`config.mk`:
```
export PLATFORM = sky130hd
export DESIGN_NAME = dsfe_top
export DESIGN_NICKNAME = d
export VERILOG_FILES = /design/src/shared/dsfe_pkg.sv /design/src/logic/dsfe_top.sv
export VERILOG_INCLUDE_DIRS = /design/src /design/src/shared
export SDC_FILE = /design/constraint.sdc
export NUM_CORES = 1
export LEC_CHECK = 0
export BUFFER_PORTS_ARGS = -buffer_cell sky130_fd_sc_hd__buf_2
export CORE_MARGIN = 5
export CORE_UTILIZATION = 50
export CTS_BUF_LIST = sky130_fd_sc_hd__clkbuf_8
export DETAILED_ROUTE_END_ITERATION = 7
export PLACE_DENSITY = 0.84
export RECOVER_POWER = 50
export SLEW_MARGIN = 30
export SYNTH_ARGS = -nofsm -noshare
export SYNTH_HDL_FRONTEND = slang
export SYNTH_SLANG_ARGS = --single-unit
```
`constraint.sdc`:
```
create_clock -name core_clk -period 1.9 [get_ports core_clk]
set_input_delay 0.38 -clock core_clk [delete_from_list [all_inputs] [get_ports core_clk]]
set_output_delay 0.38 -clock core_clk [all_outputs]
set_load 0.05 [all_outputs]
```
`src/shared/dsfe_regs.svh`:
```
// register offsets, field positions, reset values and timing counts of the error insert block
// assumes a 25 MHz core clock and a 32-bit avalon-mm slave, one register per word
`ifndef DSFE_REGS_SVH
`define DSFE_REGS_SVH

// ===================================================================
// register indices, byte address is four times the index
`define DSFE_IDX_CTRL2      6'h11
`define DSFE_IDX_EIC        6'h12
`define DSFE_IDX_STATUS     6'h18
`define DSFE_IDX_MODE       6'h30

// ===================================================================
// field positions
`define DSFE_C2_AUTO_DEFEAT 4
`define DSFE_C2_FORCED_SET  5
`define DSFE_C2_RESYNC      7
`define DSFE_EIC_BPV        0
`define DSFE_EIC_EXZ        1
`define DSFE_EIC_PPAR       2
`define DSFE_EIC_CPPAR      3
`define DSFE_EIC_FRAME      4
`define DSFE_EIC_TYPE_LO    5
`define DSFE_EIC_MANUAL     7
`define DSFE_MD_DS3         0
`define DSFE_MD_CBIT        1
`define DSFE_MD_BINARY      2

// ===================================================================
// reset values and masks
`define DSFE_RST_EIC        8'h00
`define DSFE_RST_CTRL2      8'h00
`define DSFE_RST_MODE       8'h00
`define DSFE_CTRL2_MASK     8'hbf
`define DSFE_MODE_MASK      8'h07

// ===================================================================
// timing counts, in frames and bits
`define DSFE_ONES_RUN       2'd3
`define DSFE_FRAMES_ONE     3'd1
`define DSFE_FRAMES_THREE   3'd3
`define DSFE_FRAMES_FOUR    3'd4

`endif

```
`src/shared/dsfe_pkg.sv`:
```
// types shared by the error insert block
// assumes nothing of its surroundings
package dsfe_pkg;

  // one-hot states of the framing error injector
  typedef enum logic [2:0] {
    FE_IDLE   = 3'b001,
    FE_ARMED  = 3'b010,
    FE_ACTIVE = 3'b100
  } dsfe_fstate_e;

  // framing error kinds, encoded as the two-bit type field
  typedef enum logic [1:0] {
    FT_ONE_F  = 2'b00,
    FT_ONE_M  = 2'b01,
    FT_FOUR_F = 2'b10,
    FT_THREE_M = 2'b11
  } dsfe_ftype_e;

endpackage

```
`src/logic/dsfe_top.sv`:
```
// error insertion, far-end block error coding, forced resync and real-time alarm status
// for one DS3/E3 framer channel. assumes the formatter and framer sit outside on the line
// clocks: their markers arrive as pins and are synchronised here; line clocks are sampled.
`timescale 1ns/100ps
`include "dsfe_regs.svh"

module dsfe_top (
  input  wire logic        core_clk,          // 25 MHz core clock
  input  wire logic        arst_n,            // async reset, active low
  input  wire logic        clk_en,            // freezes all state while low
  input  wire logic [7:0]  avs_address,       // byte address
  input  wire logic        avs_read,          // read request
  input  wire logic        avs_write,         // write request
  input  wire logic [31:0] avs_writedata,     // write data
  input  wire logic [3:0]  avs_byteenable,    // byte lanes
  output logic      [31:0] avs_readdata,      // read data
  output logic             avs_waitrequest,   // stall
  input  wire logic        tx_line_clk,       // transmit line clock
  input  wire logic        tx_frame_start,    // formatter frame start marker
  input  wire logic        tx_data,           // transmit bit before line coding
  input  wire logic        tx_subst_due,      // a zero substitution would occur this bit
  input  wire logic        manual_insert_strobe, // external manual insert strobe
  input  wire logic        rx_line_clk,       // receive line clock
  input  wire logic        rx_fm_error,       // received F or M bit in error
  input  wire logic        rx_cp_error,       // received CP parity error
  input  wire logic        rx_los,            // framer loss of signal
  input  wire logic        liu_los,           // line unit loss of signal
  input  wire logic        rx_oof,            // out of frame
  input  wire logic        rx_ais,            // alarm indication detected
  input  wire logic        rx_rai,            // remote alarm on X or Sa bits
  input  wire logic        idle_signal_detected, // DS3 idle signal detected
  input  wire logic        rx_sef,            // severely errored frame
  output logic             febe_c_zero,       // drive subframe-4 C bits to zero
  output logic             p_invert,          // invert both P bits this frame
  output logic             cp_invert,         // invert all CP bits this frame
  output logic             fbit_error,        // DS3 F-bit error this frame
  output logic             mbit_error,        // DS3 M-bit error this frame
  output logic             fas_one_bit,       // E3 alignment word with one bit inverted
  output logic             fas_all_bits,      // E3 alignment word fully inverted
  output logic             bpv_now,           // insert a bipolar violation this bit
  output logic             exz_suppress,      // suppress the next substitution
  output logic             rx_resync          // one-cycle resync pulse to receive framer
);

  // ===================================================================
  // synchronisers
  localparam int NSYNC = 15;
  logic [NSYNC-1:0] sync_a;
  logic [NSYNC-1:0] sync_b;
  logic [NSYNC-1:0] raw_in;

  assign raw_in = {rx_sef, idle_signal_detected, rx_rai, rx_ais, rx_oof, liu_los, rx_los,
                   rx_cp_error, rx_fm_error, rx_line_clk, manual_insert_strobe,
                   tx_subst_due, tx_data, tx_frame_start, tx_line_clk};

  always_ff @(posedge core_clk or negedge arst_n) begin
    if (!arst_n) begin
      sync_a <= '0;
      sync_b <= '0;
    end else if (clk_en) begin
      sync_a <= raw_in;
      sync_b <= sync_a;
    end
  end

  logic s_txclk, s_sof, s_data, s_subst, s_strobe, s_rxclk;
  logic s_fmerr, s_cperr, s_los, s_liulos, s_oof, s_ais, s_rai, s_idle, s_sef;
  assign {s_sef, s_idle, s_rai, s_ais, s_oof, s_liulos, s_los, s_cperr, s_fmerr,
          s_rxclk, s_strobe, s_subst, s_data, s_sof, s_txclk} = sync_b;

  // edge detectors read only the second stage
  logic txclk_q, rxclk_q, strobe_q;
  always_ff @(posedge core_clk or negedge arst_n) begin
    if (!arst_n) begin
      txclk_q  <= 1'b0;
      rxclk_q  <= 1'b0;
      strobe_q <= 1'b0;
    end else if (clk_en) begin
      txclk_q  <= s_txclk;
      rxclk_q  <= s_rxclk;
      strobe_q <= s_strobe;
    end
  end

  logic tx_edge, rx_edge, strobe_rise, frame_edge;
  assign tx_edge     = s_txclk & ~txclk_q;
  assign rx_edge     = s_rxclk & ~rxclk_q;
  assign strobe_rise = s_strobe & ~strobe_q;
  assign frame_edge  = tx_edge & s_sof;

  // ===================================================================
  // registers
  logic [7:0] eic;
  logic [7:0] ctrl2;
  logic [7:0] mode;
  logic [7:0] status;

  logic ds3_mode, cbit_ds3, binary_mode, manual_mode;
  assign ds3_mode    = mode[`DSFE_MD_DS3];
  assign cbit_ds3    = mode[`DSFE_MD_DS3] & mode[`DSFE_MD_CBIT];
  assign binary_mode = mode[`DSFE_MD_BINARY];
  assign manual_mode = eic[`DSFE_EIC_MANUAL];

  logic req, wr_take, rd_take;
  logic [5:0] idx;
  assign req     = avs_read | avs_write;
  assign idx     = avs_address[7:2];
  assign wr_take = avs_write & ~avs_waitrequest & avs_byteenable[0];
  assign rd_take = avs_read & avs_waitrequest;

  // one wait cycle: waitrequest drops for exactly one cycle per request
  always_ff @(posedge core_clk or negedge arst_n) begin
    if (!arst_n) begin
      avs_waitrequest <= 1'b1;
    end else if (clk_en) begin
      avs_waitrequest <= ~(req & avs_waitrequest);
    end
  end

  always_ff @(posedge core_clk or negedge arst_n) begin
    if (!arst_n) begin
      eic   <= `DSFE_RST_EIC;
      ctrl2 <= `DSFE_RST_CTRL2;
      mode  <= `DSFE_RST_MODE;
    end else if (clk_en && wr_take) begin
      if (idx == `DSFE_IDX_EIC) begin
        eic <= avs_writedata[7:0];
      end else if (idx == `DSFE_IDX_CTRL2) begin
        ctrl2 <= avs_writedata[7:0] & `DSFE_CTRL2_MASK;
      end else if (idx == `DSFE_IDX_MODE) begin
        mode <= avs_writedata[7:0] & `DSFE_MODE_MASK;
      end
    end
  end

  // unmapped reads return zero
  always_ff @(posedge core_clk or negedge arst_n) begin
    if (!arst_n) begin
      avs_readdata <= 32'h0000_0000;
    end else if (clk_en && rd_take) begin
      if (idx == `DSFE_IDX_EIC) begin
        avs_readdata <= {24'h00_0000, eic};
      end else if (idx == `DSFE_IDX_CTRL2) begin
        avs_readdata <= {24'h00_0000, ctrl2};
      end else if (idx == `DSFE_IDX_STATUS) begin
        avs_readdata <= {24'h00_0000, status};
      end else if (idx == `DSFE_IDX_MODE) begin
        avs_readdata <= {24'h00_0000, mode};
      end else begin
        avs_readdata <= 32'h0000_0000;
      end
    end
  end

  // ===================================================================
  // real-time status, bits 7:6 read zero
  always_ff @(posedge core_clk or negedge arst_n) begin
    if (!arst_n) begin
      status <= 8'h00;
    end else if (clk_en) begin
      status[0] <= binary_mode ? s_liulos : s_los;
      status[1] <= s_oof;
      status[2] <= s_ais;
      status[3] <= s_rai;
      status[4] <= s_idle;
      status[5] <= s_sef;
      status[7:6] <= 2'b00;
    end
  end

  // ===================================================================
  // insertion triggers
  logic [4:0] eic_prev;
  logic [4:0] trig;
  always_ff @(posedge core_clk or negedge arst_n) begin
    if (!arst_n) begin
      eic_prev <= 5'h00;
    end else if (clk_en) begin
      eic_prev <= eic[4:0];
    end
  end

  // manual mode fires every bit held high on each rising edge of the strobe; normal mode fires on each rising bit
  assign trig = manual_mode ? (strobe_rise ? eic[4:0] : 5'h00)
                            : (eic[4:0] & ~eic_prev);

  // ===================================================================
  // forced resync pulse
  logic resync_prev;
  always_ff @(posedge core_clk or negedge arst_n) begin
    if (!arst_n) begin
      resync_prev <= 1'b0;
      rx_resync   <= 1'b0;
    end else if (clk_en) begin
      resync_prev <= ctrl2[`DSFE_C2_RESYNC];
      rx_resync   <= ctrl2[`DSFE_C2_RESYNC] & ~resync_prev;
    end
  end

  // ===================================================================
  // far-end block error: collect errors over a frame, code at the next frame start
  logic febe_seen;
  logic febe_frame;
  always_ff @(posedge core_clk or negedge arst_n) begin
    if (!arst_n) begin
      febe_seen  <= 1'b0;
      febe_frame <= 1'b0;
    end else if (clk_en) begin
      if (frame_edge) begin
        febe_frame <= febe_seen | (rx_edge & (s_fmerr | s_cperr | s_oof));
        febe_seen  <= 1'b0;
      end else if (rx_edge && (s_fmerr || s_cperr || s_oof)) begin
        febe_seen <= 1'b1;
      end
    end
  end

  always_ff @(posedge core_clk or negedge arst_n) begin
    if (!arst_n) begin
      febe_c_zero <= 1'b0;
    end else if (clk_en) begin
      if (!cbit_ds3) begin
        febe_c_zero <= 1'b0;
      end else if (ctrl2[`DSFE_C2_AUTO_DEFEAT]) begin
        febe_c_zero <= ctrl2[`DSFE_C2_FORCED_SET];
      end else begin
        febe_c_zero <= febe_frame;
      end
    end
  end

  // ===================================================================
  // parity errors: pending until the next frame start, then held one frame
  logic pend_p, pend_cp;
  always_ff @(posedge core_clk or negedge arst_n) begin
    if (!arst_n) begin
      pend_p    <= 1'b0;
      pend_cp   <= 1'b0;
      p_invert  <= 1'b0;
      cp_invert <= 1'b0;
    end else if (clk_en) begin
      if (trig[`DSFE_EIC_PPAR] && ds3_mode) begin
        pend_p <= 1'b1;
      end else if (frame_edge) begin
        pend_p <= 1'b0;
      end
      if (trig[`DSFE_EIC_CPPAR] && cbit_ds3) begin
        pend_cp <= 1'b1;
      end else if (frame_edge) begin
        pend_cp <= 1'b0;
      end
      if (frame_edge) begin
        p_invert  <= pend_p & ds3_mode;
        cp_invert <= pend_cp & cbit_ds3;
      end
    end
  end

  // ===================================================================
  // framing error injector
  dsfe_pkg::dsfe_fstate_e fstate;
  dsfe_pkg::dsfe_ftype_e  ftype;
  logic [2:0] frames_left;

  function automatic logic [2:0] frames_for(input dsfe_pkg::dsfe_ftype_e t, input logic ds3);
    case (t)
      dsfe_pkg::FT_ONE_F:   frames_for = `DSFE_FRAMES_ONE;
      dsfe_pkg::FT_ONE_M:   frames_for = `DSFE_FRAMES_ONE;
      dsfe_pkg::FT_FOUR_F:  frames_for = `DSFE_FRAMES_FOUR;
      default:              frames_for = ds3 ? `DSFE_FRAMES_THREE : `DSFE_FRAMES_FOUR;
    endcase
  endfunction

  always_ff @(posedge core_clk or negedge arst_n) begin
    if (!arst_n) begin
      fstate      <= dsfe_pkg::FE_IDLE;
      ftype       <= dsfe_pkg::FT_ONE_F;
      frames_left <= 3'd0;
    end else if (clk_en) begin
      case (fstate)
        dsfe_pkg::FE_IDLE: begin
          if (trig[`DSFE_EIC_FRAME]) begin
            fstate <= dsfe_pkg::FE_ARMED;
            ftype  <= dsfe_pkg::dsfe_ftype_e'(eic[`DSFE_EIC_TYPE_LO +: 2]);
          end
        end
        dsfe_pkg::FE_ARMED: begin
          if (frame_edge) begin
            fstate      <= dsfe_pkg::FE_ACTIVE;
            frames_left <= frames_for(ftype, ds3_mode);
          end
        end
        dsfe_pkg::FE_ACTIVE: begin
          if (frame_edge) begin
            if (frames_left == `DSFE_FRAMES_ONE) begin
              fstate      <= trig[`DSFE_EIC_FRAME] ? dsfe_pkg::FE_ARMED : dsfe_pkg::FE_IDLE;
              frames_left <= 3'd0;
            end else begin
              frames_left <= frames_left - 3'd1;
            end
          end
          if (trig[`DSFE_EIC_FRAME]) begin
            ftype <= dsfe_pkg::dsfe_ftype_e'(eic[`DSFE_EIC_TYPE_LO +: 2]);
          end
        end
        default: begin
          fstate <= dsfe_pkg::FE_IDLE;
        end
      endcase
    end
  end

  // a request arriving while active only retypes the current burst; it is kept only if it lands on the burst's last frame start
  logic f_run;
  assign f_run = (fstate == dsfe_pkg::FE_ACTIVE) && !(frame_edge && frames_left == `DSFE_FRAMES_ONE);
  logic f_start;
  assign f_start = (fstate == dsfe_pkg::FE_ARMED) && frame_edge;

  always_ff @(posedge core_clk or negedge arst_n) begin
    if (!arst_n) begin
      fbit_error   <= 1'b0;
      mbit_error   <= 1'b0;
      fas_one_bit  <= 1'b0;
      fas_all_bits <= 1'b0;
    end else if (clk_en) begin
      if (f_start || f_run) begin
        fbit_error   <= ds3_mode & ~ftype[0];
        mbit_error   <= ds3_mode & ftype[0];
        fas_one_bit  <= ~ds3_mode & ~ftype[0];
        fas_all_bits <= ~ds3_mode & ftype[0];
      end else begin
        fbit_error   <= 1'b0;
        mbit_error   <= 1'b0;
        fas_one_bit  <= 1'b0;
        fas_all_bits <= 1'b0;
      end
    end
  end

  // ===================================================================
  // bipolar violation: wait for the third consecutive one
  logic       pend_bpv;
  logic [1:0] ones_run;
  always_ff @(posedge core_clk or negedge arst_n) begin
    if (!arst_n) begin
      ones_run <= 2'd0;
    end else if (clk_en && tx_edge) begin
      if (!s_data) begin
        ones_run <= 2'd0;
      end else if (ones_run != `DSFE_ONES_RUN) begin
        ones_run <= ones_run + 2'd1;
      end else begin
        ones_run <= 2'd1;
      end
    end
  end

  logic bpv_hit;
  assign bpv_hit = tx_edge & s_data & (ones_run == 2'd2) & pend_bpv;

  always_ff @(posedge core_clk or negedge arst_n) begin
    if (!arst_n) begin
      pend_bpv <= 1'b0;
      bpv_now  <= 1'b0;
    end else if (clk_en) begin
      if (binary_mode) begin
        pend_bpv <= 1'b0;
      end else if (trig[`DSFE_EIC_BPV]) begin
        pend_bpv <= 1'b1;
      end else if (bpv_hit) begin
        pend_bpv <= 1'b0;
      end
      bpv_now <= bpv_hit & ~binary_mode;
    end
  end

  // ===================================================================
  // excess zeros: hold suppression until a substitution is skipped
  always_ff @(posedge core_clk or negedge arst_n) begin
    if (!arst_n) begin
      exz_suppress <= 1'b0;
    end else if (clk_en) begin
      if (binary_mode) begin
        exz_suppress <= 1'b0;
      end else if (trig[`DSFE_EIC_EXZ]) begin
        exz_suppress <= 1'b1;
      end else if (tx_edge && s_subst) begin
        exz_suppress <= 1'b0;
      end
    end
  end

endmodule // dsfe_top

```
==> results.md, run 1 <==
* Synth top area share at 0.542
* CP max FO at 3
* Post-DR vias/cell at 5.46
* Final Hold Vio Count at 0
* Period utilisation layout at 0.905
* Power Dens Cells at 926 nW/um^2
* Layout cells sized above 1 at 0.333
* Internal at 0.00338 W
* Longest Clk Path Bufs at 2
* MaxCap Viol Count at 0
* Critical path class: flop to flop
* Worst-Margin Slew at 881 ps
* Power share of the sequential group at 0.516
* Clock power share at 0.335
* Outcome: completed
* Post-detailed-route count of antenna-violating nets at 0
* Initial Util at 0.508
* Syn Inst Count at 374
* Setup Skew at 10.3 ps
* Core area at 8640 sq um
* Synth area leaders: dfrtp_1 (54%), mux2_2 (14%), buf_4 (4.1%), o21ai_0 (3.4%), nand2_1 (2.7%)
* Seq/Total Area, Yosys at 0.554
* Largest net degree at the start of global routing at 39
* Die height at 104 um
* Count leader, synth: dfrtp_1
* Logic pwr share at 0.149
* RSZ-0062 raised after global routing: false
* Ports at 107
* Ys async rst share at 1.00
* Detailed-route via count at 3033
* Synth Area per Inst at 11.7 sq um
* Placed instance area at 4790 sq um
* Slew Limit Headroom at 0.413
* Utilization after layout at 0.581
* Worst min-delay path class: primary input to flop
* Clock root buffer: clkbuf_8
* Post-route cell area at 5020 sq um
* Area grow syn2layout at 14.4%
* Max Fclk at 582 MHz
* CTS Sinks at 97
* Commonest cells post-synth: dfrtp_1 (95), mux2_2 (56), nand2_1 (32)
* Period minus WS final at 1720 ps
* Register bit total from synthesis at 97
* Total routed wirelength at 9.12 mm
* EDFF count, synth at 0
* Port Buffers at 53
* Routed len/inst at 16.4 um
* Leakage at 2.37 nW
* Switching Power at 0.00127 W
* Worst vdd ir at 0.640 mV
* Startpoint Class: flop
* First-pass GRT wire length at 15.3 mm
* Ys Warns at 0
* Post-synth cell types at 49
* Initial antenna violation count at 0
* Commonest register cell after synthesis: dfrtp_1
* DRC Markers at 0
* All-layer global routing usage at 0.173
* Worst EP arrival at 1970 ps
* Switching Share at 0.274
* Final Net Count at 511
* Mapped cell area at 4390 sq um
* H-tree level count at 3
* Cell accounting for the most synthesized area: dfrtp_1
* Setup Viol. Count Final at 0
* Slew Limit Fails at 0
* DP HPWL at 6.80 mm
* Worst Path Required at 2150 ps
* GRT overflow at 0
* Vias in the first global route at 3139
* Gpl congestion at 0.822
* CP endpoint kind: flop
* Initial DRC Count at 166
* CTS buffer count at 9
* Die area at 10700 sq um
* Reg clk slew, reported paths at 90 ps
* Number of diodes at 0
* Pre-Repair DR Iteration Count at 4
* CTS tree: yes
* Worst skew pair latency at 360 ps
* Die width at 104 um
* Row cnt at 34
## metal layers
metal / up-vias / GRT usage / routed length [um]
li1: 1415 / - / -
met1: 1505 / 0.222 / 3820
met2: 97 / 0.284 / 4550
met3: 16 / 0.0454 / 598
met4: 0 / 0.0620 / 154
met5: - / 0 / 0
## worst paths after layout
path / startpoint / end / slack [ps] / cells past startpoint
min: avs_writedata[6] / eic[6]$_DFFE_PN0P_ / 240 / 2
max reg2reg: frames_left[1]$_DFFE_PN0P_ / fstate[2]$_DFFE_PN0P_ / 180 / 6
min reg2reg: resync_prev$_DFFE_PN0P_ / rx_resync$_DFFE_PN0P_ / 450 / 1
max: frames_left[1]$_DFFE_PN0P_ / fstate[2]$_DFFE_PN0P_ / 180 / 6
min in group asynchronous: arst_n / sync_a[10]$_DFFE_PN0P_ / 670 / 2
max in group asynchronous: arst_n / avs_waitrequest$_DFFE_PN1P_ / 380 / 3
## final cells by class
| cell class | instances | area (sq um) |
|---|---|---|
| Timing Repair Buffer | 72 | 410 |
| Sequential cell | 97 | 2430 |
| Clock inverter | 6 | 108 |
| Fill cell | 692 | 3610 |
| Clock buffer | 9 | 124 |
| Inverter | 19 | 71.3 |
| Multi-Input combinational cell | 244 | 1740 |
| Tap cell | 108 | 135 |
## cells by family after synthesis
| family | Yosys count | share of synthesized area |
|---|---|---|
| AND/OR/NAND/NOR | 85 | 0.104 |
| AO/OA/AOI/OAI | 72 | 0.109 |
| buffers and inverters | 56 | 0.0704 |
| multiplexers | 59 | 0.151 |
| other | 1 | 0.000855 |
| adder cells (fa/ha/maj) | 4 | 0.0114 |
| flip-flops | 97 | 0.554 |
## what timing repair did
action,4_1_cts,5_1_grt
gates resized for setup,1,1
hold endpoints to repair,34,0
setup endpoints to repair,1,1
hold buffers,1,0
pin swaps,0,0
buffers inserted,0,0
## power by group through the flow
stage / Combinational, W / Clock, W / Sequential [W]
floorplan: 0.000450 / 0 / 0.00248
global placement: 0.000673 / 0 / 0.00242
detailed placement: 0.000701 / 0 / 0.00244
CTS: 0.000708 / 0.00158 / 0.00240
global route: 0.000763 / 0.00167 / 0.00242
finish: 0.000695 / 0.00156 / 0.00240
## layout by cell type (no fill, tap or decap), types with 3 or more instances in the layout
cell / n
nand2b_1: 4
a21oi_1: 5
nor3_1: 10
o21ai_0: 30
nand3_1: 7
inv_1: 19
nor2_1: 10
o2bb2ai_1: 6
a222oi_1: 3
o211ai_1: 4
conb_1: 24
dfrtp_1: 95
nand2_1: 32
nor2b_1: 5
bufinv_16: 3
a31oi_1: 3
o31ai_1: 3
clkbuf_8: 9
ha_1: 4
mux2_2: 56
mux2i_1: 3
clkbuf_2: 4
buf_4: 13
a2111oi_0: 3
buf_2: 51
## metrics by stage
stage               hold slack [ps]  cells  setup WS, ps  total power [W]  setup TNS (ps)
global route                    231    555          59.9          0.00485               0
finish                          242    555           181          0.00465               0
detailed placement              362    539         -62.6          0.00314            -375
global placement                353    539         -2.58          0.00309           -11.6
floorplan                      84.4    397          6.55          0.00293               0
CTS                             229    555           166          0.00469               0
## sequential cells by signal (all words and copies together), names as in the netlist, 2 cells and up
signal        flops
ftype             2
eic_prev          5
avs_readdata      8
fstate            3
sync_b           15
status            6
eic               8
sync_a           15
frames_left       3
ctrl2             7
ones_run          2
mode              3
## worst max-delay path: stages, from the launching register on
cell and delay (ps):
dfrtp_1 380, inv_1 90, ha_1 170, nor2b_1 240, nor2b_2 240, o21a_1 170, mux2_2 330
(Power assumes the default switching activity.)
==> run 2, diff against run 1 <==
--- a/config.mk
+++ b/config.mk
@@ -11,7 +11,7 @@
 export CORE_UTILIZATION = 50
 export CTS_BUF_LIST = sky130_fd_sc_hd__clkbuf_8
 export DETAILED_ROUTE_END_ITERATION = 7
-export PLACE_DENSITY = 0.84
+export PLACE_DENSITY = 0.87
 export RECOVER_POWER = 50
 export SLEW_MARGIN = 30
 export SYNTH_ARGS = -nofsm -noshare
==> constraint.sdc (replaced) <==
create_clock -name core_clk -period 1.55 [get_ports core_clk]
set_input_delay 0.31 -clock core_clk [delete_from_list [all_inputs] [get_ports core_clk]]
set_output_delay 0.31 -clock core_clk [all_outputs]
set_load 0.05 [all_outputs]
==> run 2 against run 1 <==
Net effect: worst hold slack got worse by 56 ps; flip-flop and latch count unchanged; total power increased by 20%; sequential share of layout area decreased by 1.8 points; die area unchanged; the run now ends with negative setup slack left; worst setup slack got worse by 190 ps; cell count increased by 2.5%; global-route usage decreased by 0.86 points; clock skew decreased by 5.4 ps; first-iteration DRC count increased by 8.4%; largest cell class unchanged; critical path type unchanged; register-to-register slack got worse by 190 ps.
==> results.md, run 2 (synthesis gave the netlist of run 1 again) <==
* Vias in the first global route at 3073 (was 3139)
* Worst Path Required at 1790 ps (was 2150 ps)
* Worst vdd ir at 0.692 mV (was 0.640 mV)
* Period utilisation layout at 1.01 (was 0.905)
* Leakage at 2.48 nW (was 2.37 nW)
* Final Net Count at 524 (was 511)
* Placed insts at 552 (was 539)
* Gpl congestion at 0.904 (was 0.822)
* Clock root buffer: clkbuf_8 (unchanged)
* Core area at 8640 sq um (unchanged)
* Routing usage on met1 at 0.225 (was 0.222)
* Die area at 10700 sq um (unchanged)
* Initial DRC Count at 180 (was 166)
* DP HPWL at 6.54 mm (was 6.80 mm)
* Slew Limit Headroom at 0.154 (was 0.413)
* H-tree level count at 3 (unchanged)
* Met3 Usage GRT at 0.0305 (was 0.0454)
* CTS buffer count at 9 (unchanged)
* Startpoint Class: flop (unchanged)
* Total routed wirelength at 9.13 mm (was 9.12 mm)
* R2R Setup Slk at -10 ps (was 180 ps)
* Fin Hold WS at 185 ps (was 242 ps)
* Post-DR vias/cell at 5.36 (was 5.46)
* R2r worst-path depth at 3 (was 6)
* Failing checks: negative setup slack
* Post-detailed-route count of antenna-violating nets at 0 (unchanged)
* Initial Util at 0.508 (unchanged)
* Worst skew pair latency at 350 ps (was 360 ps)
* Layout Cells excl Fill at 569 (was 555)
* Setup Skew at 4.92 ps (was 10.3 ps)
* Worst setup margin at -11.9 ps (was 181 ps)
* CTS Sinks at 97 (unchanged)
* Slew Limit Fails at 0 (unchanged)
* Routed len/inst at 16.0 um (was 16.4 um)
* Power Dens Cells at 1070 nW/um^2 (was 926 nW/um^2)
* Setup Viol. Count Final at 1 (was 0)
* Gr busiest metal: met2 (unchanged)
* CTS tree: yes (unchanged)
* Initial antenna violation count at 0 (unchanged)
* Period minus WS final at 1560 ps (was 1720 ps)
* Post-route cell area at 5220 sq um (was 5020 sq um)
* Largest net degree at the start of global routing at 98 (was 39)
* RSZ-0062 raised after global routing: true (was false)
* Layout cells sized above 1 at 0.386 (was 0.333)
* Worst min-delay path class: primary input to flop (unchanged)
* Port Buffers at 53 (unchanged)
* Detailed-route via count at 3048 (was 3033)
* MaxCap Viol Count at 0 (unchanged)
* Final Hold Vio Count at 0 (unchanged)
* Row cnt at 34 (unchanged)
* Longest Clk Path Bufs at 2 (unchanged)
* CP Capture Point: ctrl2[2]$_DFFE_PN0P_ (was fstate[2]$_DFFE_PN0P_)
* Area grow syn2layout at 19.0% (was 14.4%)
* Fillers at 651 (was 692)
* GRT overflow at 0 (unchanged)
* Worst EP arrival at 1800 ps (was 1970 ps)
* Ports at 107 (unchanged)
* All-layer global routing usage at 0.165 (was 0.173)
* CP endpoint kind: flop (unchanged)
* Biggest regs: sync_a x15, sync_b x15 (unchanged)
* First-pass GRT wire length at 14.8 mm (was 15.3 mm)
* Die width at 104 um (unchanged)
* Met2 usage in global routing at 0.266 (was 0.284)
* CP max FO at 7 (was 3)
* FF-to-FF Start: avs_waitrequest$_DFFE_PN1P_ (was frames_left[1]$_DFFE_PN0P_)
* Placed instance area at 4900 sq um (was 4790 sq um)
* Critical path class: flop to flop (unchanged)
* Hold buffer count at cts at 0 (was 1)
* Number of diodes at 0 (unchanged)
* Max Fclk at 640 MHz (was 582 MHz)
* Reg clk slew, reported paths at 90 ps (about the same)
* Outcome: complete, but fails checks (was completed)
* CP startpoint: avs_waitrequest$_DFFE_PN1P_ (was frames_left[1]$_DFFE_PN0P_)
* R2R Path End: ctrl2[2]$_DFFE_PN0P_ (was fstate[2]$_DFFE_PN0P_)
* Worst-Margin Slew at 1270 ps (was 881 ps)
* Most frequent cells in the layout: dfrtp_1 (94), buf_2 (52), mux2_2 (45) (was dfrtp_1 (95), mux2_2 (56), buf_2 (51))
* Commonest non-fill, non-tap cell in the layout: dfrtp_1 (unchanged)
* DRC Markers at 0 (unchanged)
* Die height at 104 um (unchanged)
* Pre-Repair DR Iteration Count at 4 (unchanged)
## run 2: how the worst min path moves through the flow
stage               slack (ps)  cells past startpoint            startpoint                           to
global placement           400                      2                arst_n       sync_a[12]$_DFFE_PN0P_
detailed placement         400                      2                arst_n       sync_a[13]$_DFFE_PN0P_
finish                     190                      2          tx_subst_due        sync_a[3]$_DFFE_PN0P_
CTS                         10                      2                arst_n       sync_a[13]$_DFFE_PN0P_
global route               180                      2  manual_insert_strobe        sync_a[4]$_DFFE_PN0P_
floorplan                   10                      0                arst_n  avs_readdata[0]$_DFFE_PN0P_
## run 2: what timing repair did
action,in CTS,in global routing
buffers inserted,0,1
setup endpoints to repair,5,20
resized for setup,5,27
pin swaps,0,3
## run 2: per-layer routing
metal | vias to the layer above | wire length, um
met5 | - | 0
met4 | 0 | 108
met3 | 10 | 562
met2 | 97 | 4460
met1 | 1494 | 4000
li1 | 1447 | -
## run 2: where the power goes
part	leakage (nW)	internal, W	switching [W]
sequential	1.23	0.00277	0.000154
clock	0.113	0.000909	0.000857
combinational	1.14	0.000336	0.000563
## run 2: layout make-up
cell class / instances / area (sq um) / share of cell area
Sequential cell: 97 / 2430 / 0.466
Inverter: 19 / 71.3 / 0.0137
Clock buffer: 9 / 124 / 0.0237
Multi-Input combinational cell: 244 / 1840 / 0.352
Timing Repair Buffer: 85 / 528 / 0.101
Clock inverter: 7 / 92.6 / 0.0177
Tap cell: 108 / 135 / 0.0259
## run 2: metrics by stage
stage	utilization	power, W	setup WS (ps)	setup TNS [ps]
floorplan	-	0.00359	-273	-3470
global placement	0.568	0.00381	-275	-3600
detailed placement	0.568	0.00386	-311	-4150
CTS	0.594	0.00561	-5.66	-6.99
global route	0.605	0.00584	-59.1	-632
finish	0.605	0.00559	-11.9	-11.9
## run 2: critical path, stage by stage, from the launching register on
cell and delay [ps]:
dfstp_2 570, nand4b_1 250, nand3b_4 270, mux2_2 360
==> run 3, diff against run 2 <==
--- a/config.mk
+++ b/config.mk
@@ -6,7 +6,9 @@
 export SDC_FILE = /design/constraint.sdc
 export NUM_CORES = 1
 export LEC_CHECK = 0
+export ABC_AREA = 1
 export BUFFER_PORTS_ARGS = -buffer_cell sky130_fd_sc_hd__buf_2
+export CORE_ASPECT_RATIO = 0.8
 export CORE_MARGIN = 5
 export CORE_UTILIZATION = 50
 export CTS_BUF_LIST = sky130_fd_sc_hd__clkbuf_8
==> constraint.sdc (replaced) <==
create_clock -name core_clk -period 1.55 [get_ports core_clk]
set_input_delay 0 -clock core_clk [delete_from_list [all_inputs] [get_ports core_clk]]
set_output_delay 0 -clock core_clk [all_outputs]
set_load 0.05 [all_outputs]
==> run 3 against run 2 <==
Net effect: the flow now finishes without violations; cell count is 33% higher; synthesized area up 4.4%; flip-flop and latch count stayed put; first-iteration DRC count rose by 32%; clock-buffer cell count increased by 2; non-clock buffer count increased by 2; worst hold slack lost 130 ps; total power up 5.3%; critical path type unchanged.
==> results.md, run 3 <==
* Outcome: completed (was complete, but fails checks)
* Biggest regs: sync_a x15, sync_b x15 (unchanged)
* Post-synth cell types at 35 (was 49)
* Power Dens Cells at 1100 nW/um^2 (was 1070 nW/um^2)
* Reg clk slew, reported paths at 80 ps (was 90 ps)
* Gpl congestion at 0.871 (was 0.904)
* RSZ-0062 raised after global routing: true (unchanged)
* Logic pwr share at 0.232 (was 0.161)
* CP endpoint kind: flop (unchanged)
* Sum Neg Setup Slack at 0 ps (was -11.9 ps)
* Most frequent cells in the layout: nand2_1 (208), dfrtp_1 (95), inv_1 (52), buf_2 (52), o21ai_0 (46) (was dfrtp_1 (94), buf_2 (52), mux2_2 (45))
* Buffer and inverter count on the worst path at 1 (was 0)
* Largest net degree at the start of global routing at 38 (was 98)
* Cell accounting for the most synthesized area: dfrtp_1 (unchanged)
* Count leader, synth: nand2_1 (was dfrtp_1)
* DP HPWL at 7.28 mm (was 6.54 mm)
* Critical path class: flop to flop (unchanged)
* Mapped cell area at 4580 sq um (was 4390 sq um)
* Post-DR vias/cell at 4.94 (was 5.36)
* Slew Limit Headroom at 0.397 (was 0.154)
* Area grow syn2layout at 16.9% (was 19.0%)
* Ports at 107 (unchanged)
* Commonest cells post-synth: nand2_1 (208), dfrtp_1 (95), inv_1 (51) (was dfrtp_1 (95), mux2_2 (56), nand2_1 (32))
* Leakage at 2.89 nW (was 2.48 nW)
* Die height at 95.6 um (was 104 um)
* Routed len/inst at 13.5 um (was 16.0 um)
* Fillers at 749 (was 651)
* Layout Cells excl Fill at 759 (was 569)
* Period minus WS final at 1450 ps (was 1560 ps)
* Period utilisation layout at 0.938 (was 1.01)
* Syn Inst Count at 556 (was 374)
* Worst min-delay path class: primary input to flop (unchanged)
* Port Buffers at 53 (unchanged)
* Final Hold Vio Count at 0 (unchanged)
* Worst setup margin at 95.7 ps (was -11.9 ps)
* Clock power share at 0.259 (was 0.316)
* First-pass GRT wire length at 17.0 mm (was 14.8 mm)
* Crit-path cells: inv_1, nor3_2, nand3_1, nand2_1, nor2_2, nand2_1, nand2_1 (was nand4b_1, nand3b_4, mux2_2)
* Die area at 11200 sq um (was 10700 sq um)
* Post-route cell area at 5360 sq um (was 5220 sq um)
* Worst skew pair latency at 370 ps (was 350 ps)
* Detailed-route via count at 3753 (was 3048)
* CTS Sinks at 97 (unchanged)
* Most frequent CP cell: nand2_1
* Final Net Count at 707 (was 524)
* EDFF count, synth at 0 (unchanged)
* Internal at 0.00391 W (was 0.00402 W)
* Longest Clk Path Bufs at 2 (unchanged)
* CTS tree: yes (unchanged)
* CP startpoint: fstate[0]$_DFFE_PN1P_ (was avs_waitrequest$_DFFE_PN1P_)
* Fin Hold WS at 54.0 ps (was 185 ps)
* Setup WS pre-CTS at 10.7 ps (was -311 ps)
* Placed instance area at 4910 sq um (was 4900 sq um)
* Synth Area per Inst at 8.24 sq um (was 11.7 sq um)
* Pre-Repair DR Iteration Count at 5 (was 4)
* Met1 WL at 4.35 mm (was 4.00 mm)
* FF-to-FF Start: fstate[0]$_DFFE_PN1P_ (was avs_waitrequest$_DFFE_PN1P_)
* GRT overflow at 0 (unchanged)
* Initial antenna violation count at 0 (unchanged)
* Core area at 9000 sq um (was 8640 sq um)
* Crit-path slowest cell: dfstp_2 (unchanged)
* Routed wl met3 at 651 um (was 562 um)
* Ys async rst share at 1.00 (unchanged)
* H-tree level count at 3 (unchanged)
* Synth top area share at 0.519 (was 0.542)
* Power share of the sequential group at 0.510 (was 0.524)
* Largest stage delay, worst path at 540 ps (was 570 ps)
* DR top layer: met4 (unchanged)
* CTS buffer count at 9 (unchanged)
* Layout cells sized above 1 at 0.163 (was 0.386)
* Max Fclk at 688 MHz (was 640 MHz)
* All-layer global routing usage at 0.195 (was 0.165)
* Setup Viol. Count Final at 0 (was 1)
* Initial DRC Count at 237 (was 180)
* Row cnt at 31 (was 34)
* DRC Markers at 0 (unchanged)
* Commonest non-fill, non-tap cell in the layout: nand2_1 (was dfrtp_1)
* Synth area leaders: dfrtp_1 (52%), nand2_1 (17%), o21ai_0 (5.0%), inv_1 (4.2%), buf_4 (4.1%) (was dfrtp_1 (54%), mux2_2 (14%), buf_4 (4.1%), o21ai_0 (3.4%), nand2_1 (2.7%))
* Slew Limit Fails at 0 (unchanged)
* DR WL met2 at 5.13 mm (was 4.46 mm)
* Setup Skew at 9.59 ps (was 4.92 ps)
* Die width at 117 um (was 104 um)
* Startpoint Class: flop (unchanged)
* Post-detailed-route count of antenna-violating nets at 0 (unchanged)
* Worst vdd ir at 0.684 mV (was 0.692 mV)
* Placed insts at 717 (was 552)
* Worst EP arrival at 1720 ps (was 1800 ps)
* Ys Warns at 0 (unchanged)
* Initial Util at 0.509 (was 0.508)
* CP delay by family, top: simple AND/OR/NAND/NOR gates (was flip-flops)
* Vias in the first global route at 3663 (was 3073)
* Worst Path Required at 1810 ps (was 1790 ps)
* Clock root buffer: clkbuf_8 (unchanged)
* Total routed wirelength at 10.3 mm (was 9.13 mm)
* Switching Power at 0.00198 W (was 0.00157 W)
* Commonest register cell after synthesis: dfrtp_1 (unchanged)
* Switching Share at 0.336 (was 0.281)
* MaxCap Viol Count at 0 (unchanged)
* Worst-Margin Slew at 904 ps (was 1270 ps)
* CP max FO at 5 (was 7)
* Hold Path Origin: avs_address[4] (was tx_subst_due)
* Number of diodes at 0 (unchanged)
* Register bit total from synthesis at 97 (unchanged)
* Seq/Total Area, Yosys at 0.530 (was 0.554)
==> run 3: cell count changes in the layout (fill, tap and decap cells not counted), moves of 9 or more <==
cell,delta
mux2_2,-45
nor2_1,+20
inv_1,+33
mux2_4,-11
dlygate4sd3_1,+26
nor3_1,-9
nand2_1,+176
o21ai_0,+19
nand3_1,+15
buf_4,-22
==> run 3: logic make-up after synthesis <==
| group | count (synthesis) | share of synthesized area |
|---|---|---|
| buf+inv | 93 | 0.101 |
| simple gates | 282 | 0.261 |
| flops | 97 | 0.530 |
| fa+ha+maj | 4 | 0.0109 |
| compound gates | 79 | 0.0964 |
| other cells | 1 | 0.000819 |
==> run 3: worst paths after layout <==
path                                               to  slack, ps  cells past startpoint
worst max-delay path            fstate[1]$_DFFE_PN0P_        100                      7
worst min-delay path              mode[1]$_DFFE_PN0P_         50                      4
worst max register to register  fstate[1]$_DFFE_PN0P_        100                      7
worst min register to register  sync_a[3]$_DFFE_PN0P_        480                      2
max in group asynchronous       fstate[0]$_DFFE_PN1P_        510                      3
min in group asynchronous       sync_a[2]$_DFFE_PN0P_        280                      2
==> run 3: per-layer routing <==
layer,up-vias,global-route usage
li1,1851,-
met1,1754,0.251
met2,133,0.331
met3,15,0.0476
met4,0,0.0535
met5,-,0
==> run 3: metrics by stage <==
| stage | utilization | power (W) |
|---|---|---|
| 2_1_floorplan | - | 0.00400 |
| 3_5_place_dp | 0.546 | 0.00434 |
| 5_1_grt | 0.595 | 0.00623 |
| 4_1_cts | 0.595 | 0.00591 |
| 6_report | 0.595 | 0.00589 |
| 3_3_place_gp | 0.546 | 0.00424 |
==> run 3: final cells by class <==
type | count | area [sq um] | area share
flip-flops and latches | 97 | 2430 | 0.454
inverters | 55 | 209 | 0.0390
well taps | 115 | 144 | 0.0269
clock inverters | 5 | 30.0 | 0.00561
clock buffers | 11 | 151 | 0.0283
multi-input cells | 389 | 1780 | 0.332
repair buffers | 87 | 611 | 0.114
==> run 3: what timing repair did <==
action	4_1_cts	5_1_grt
endpoints found under the hold margin	129	0
gates resized for setup	1	0
setup buffers	0	0
hold buffers	26	0
cloned	0	0
endpoints found under the setup margin	1	1
==> run 3: worst min-delay path, stage by stage <==
cell     delay, ps
buf_2          110
nor2_4          50
nand4_2        130
o21ai_0         90
==> run 3: power by group through the flow <==
stage               sequential (W)  clock (W)  combinational [W]
finish                     0.00300    0.00153            0.00136
global placement           0.00303          0            0.00122
floorplan                  0.00316          0           0.000842
CTS                        0.00300    0.00155            0.00136
global route               0.00304    0.00168            0.00152
detailed placement         0.00305          0            0.00129
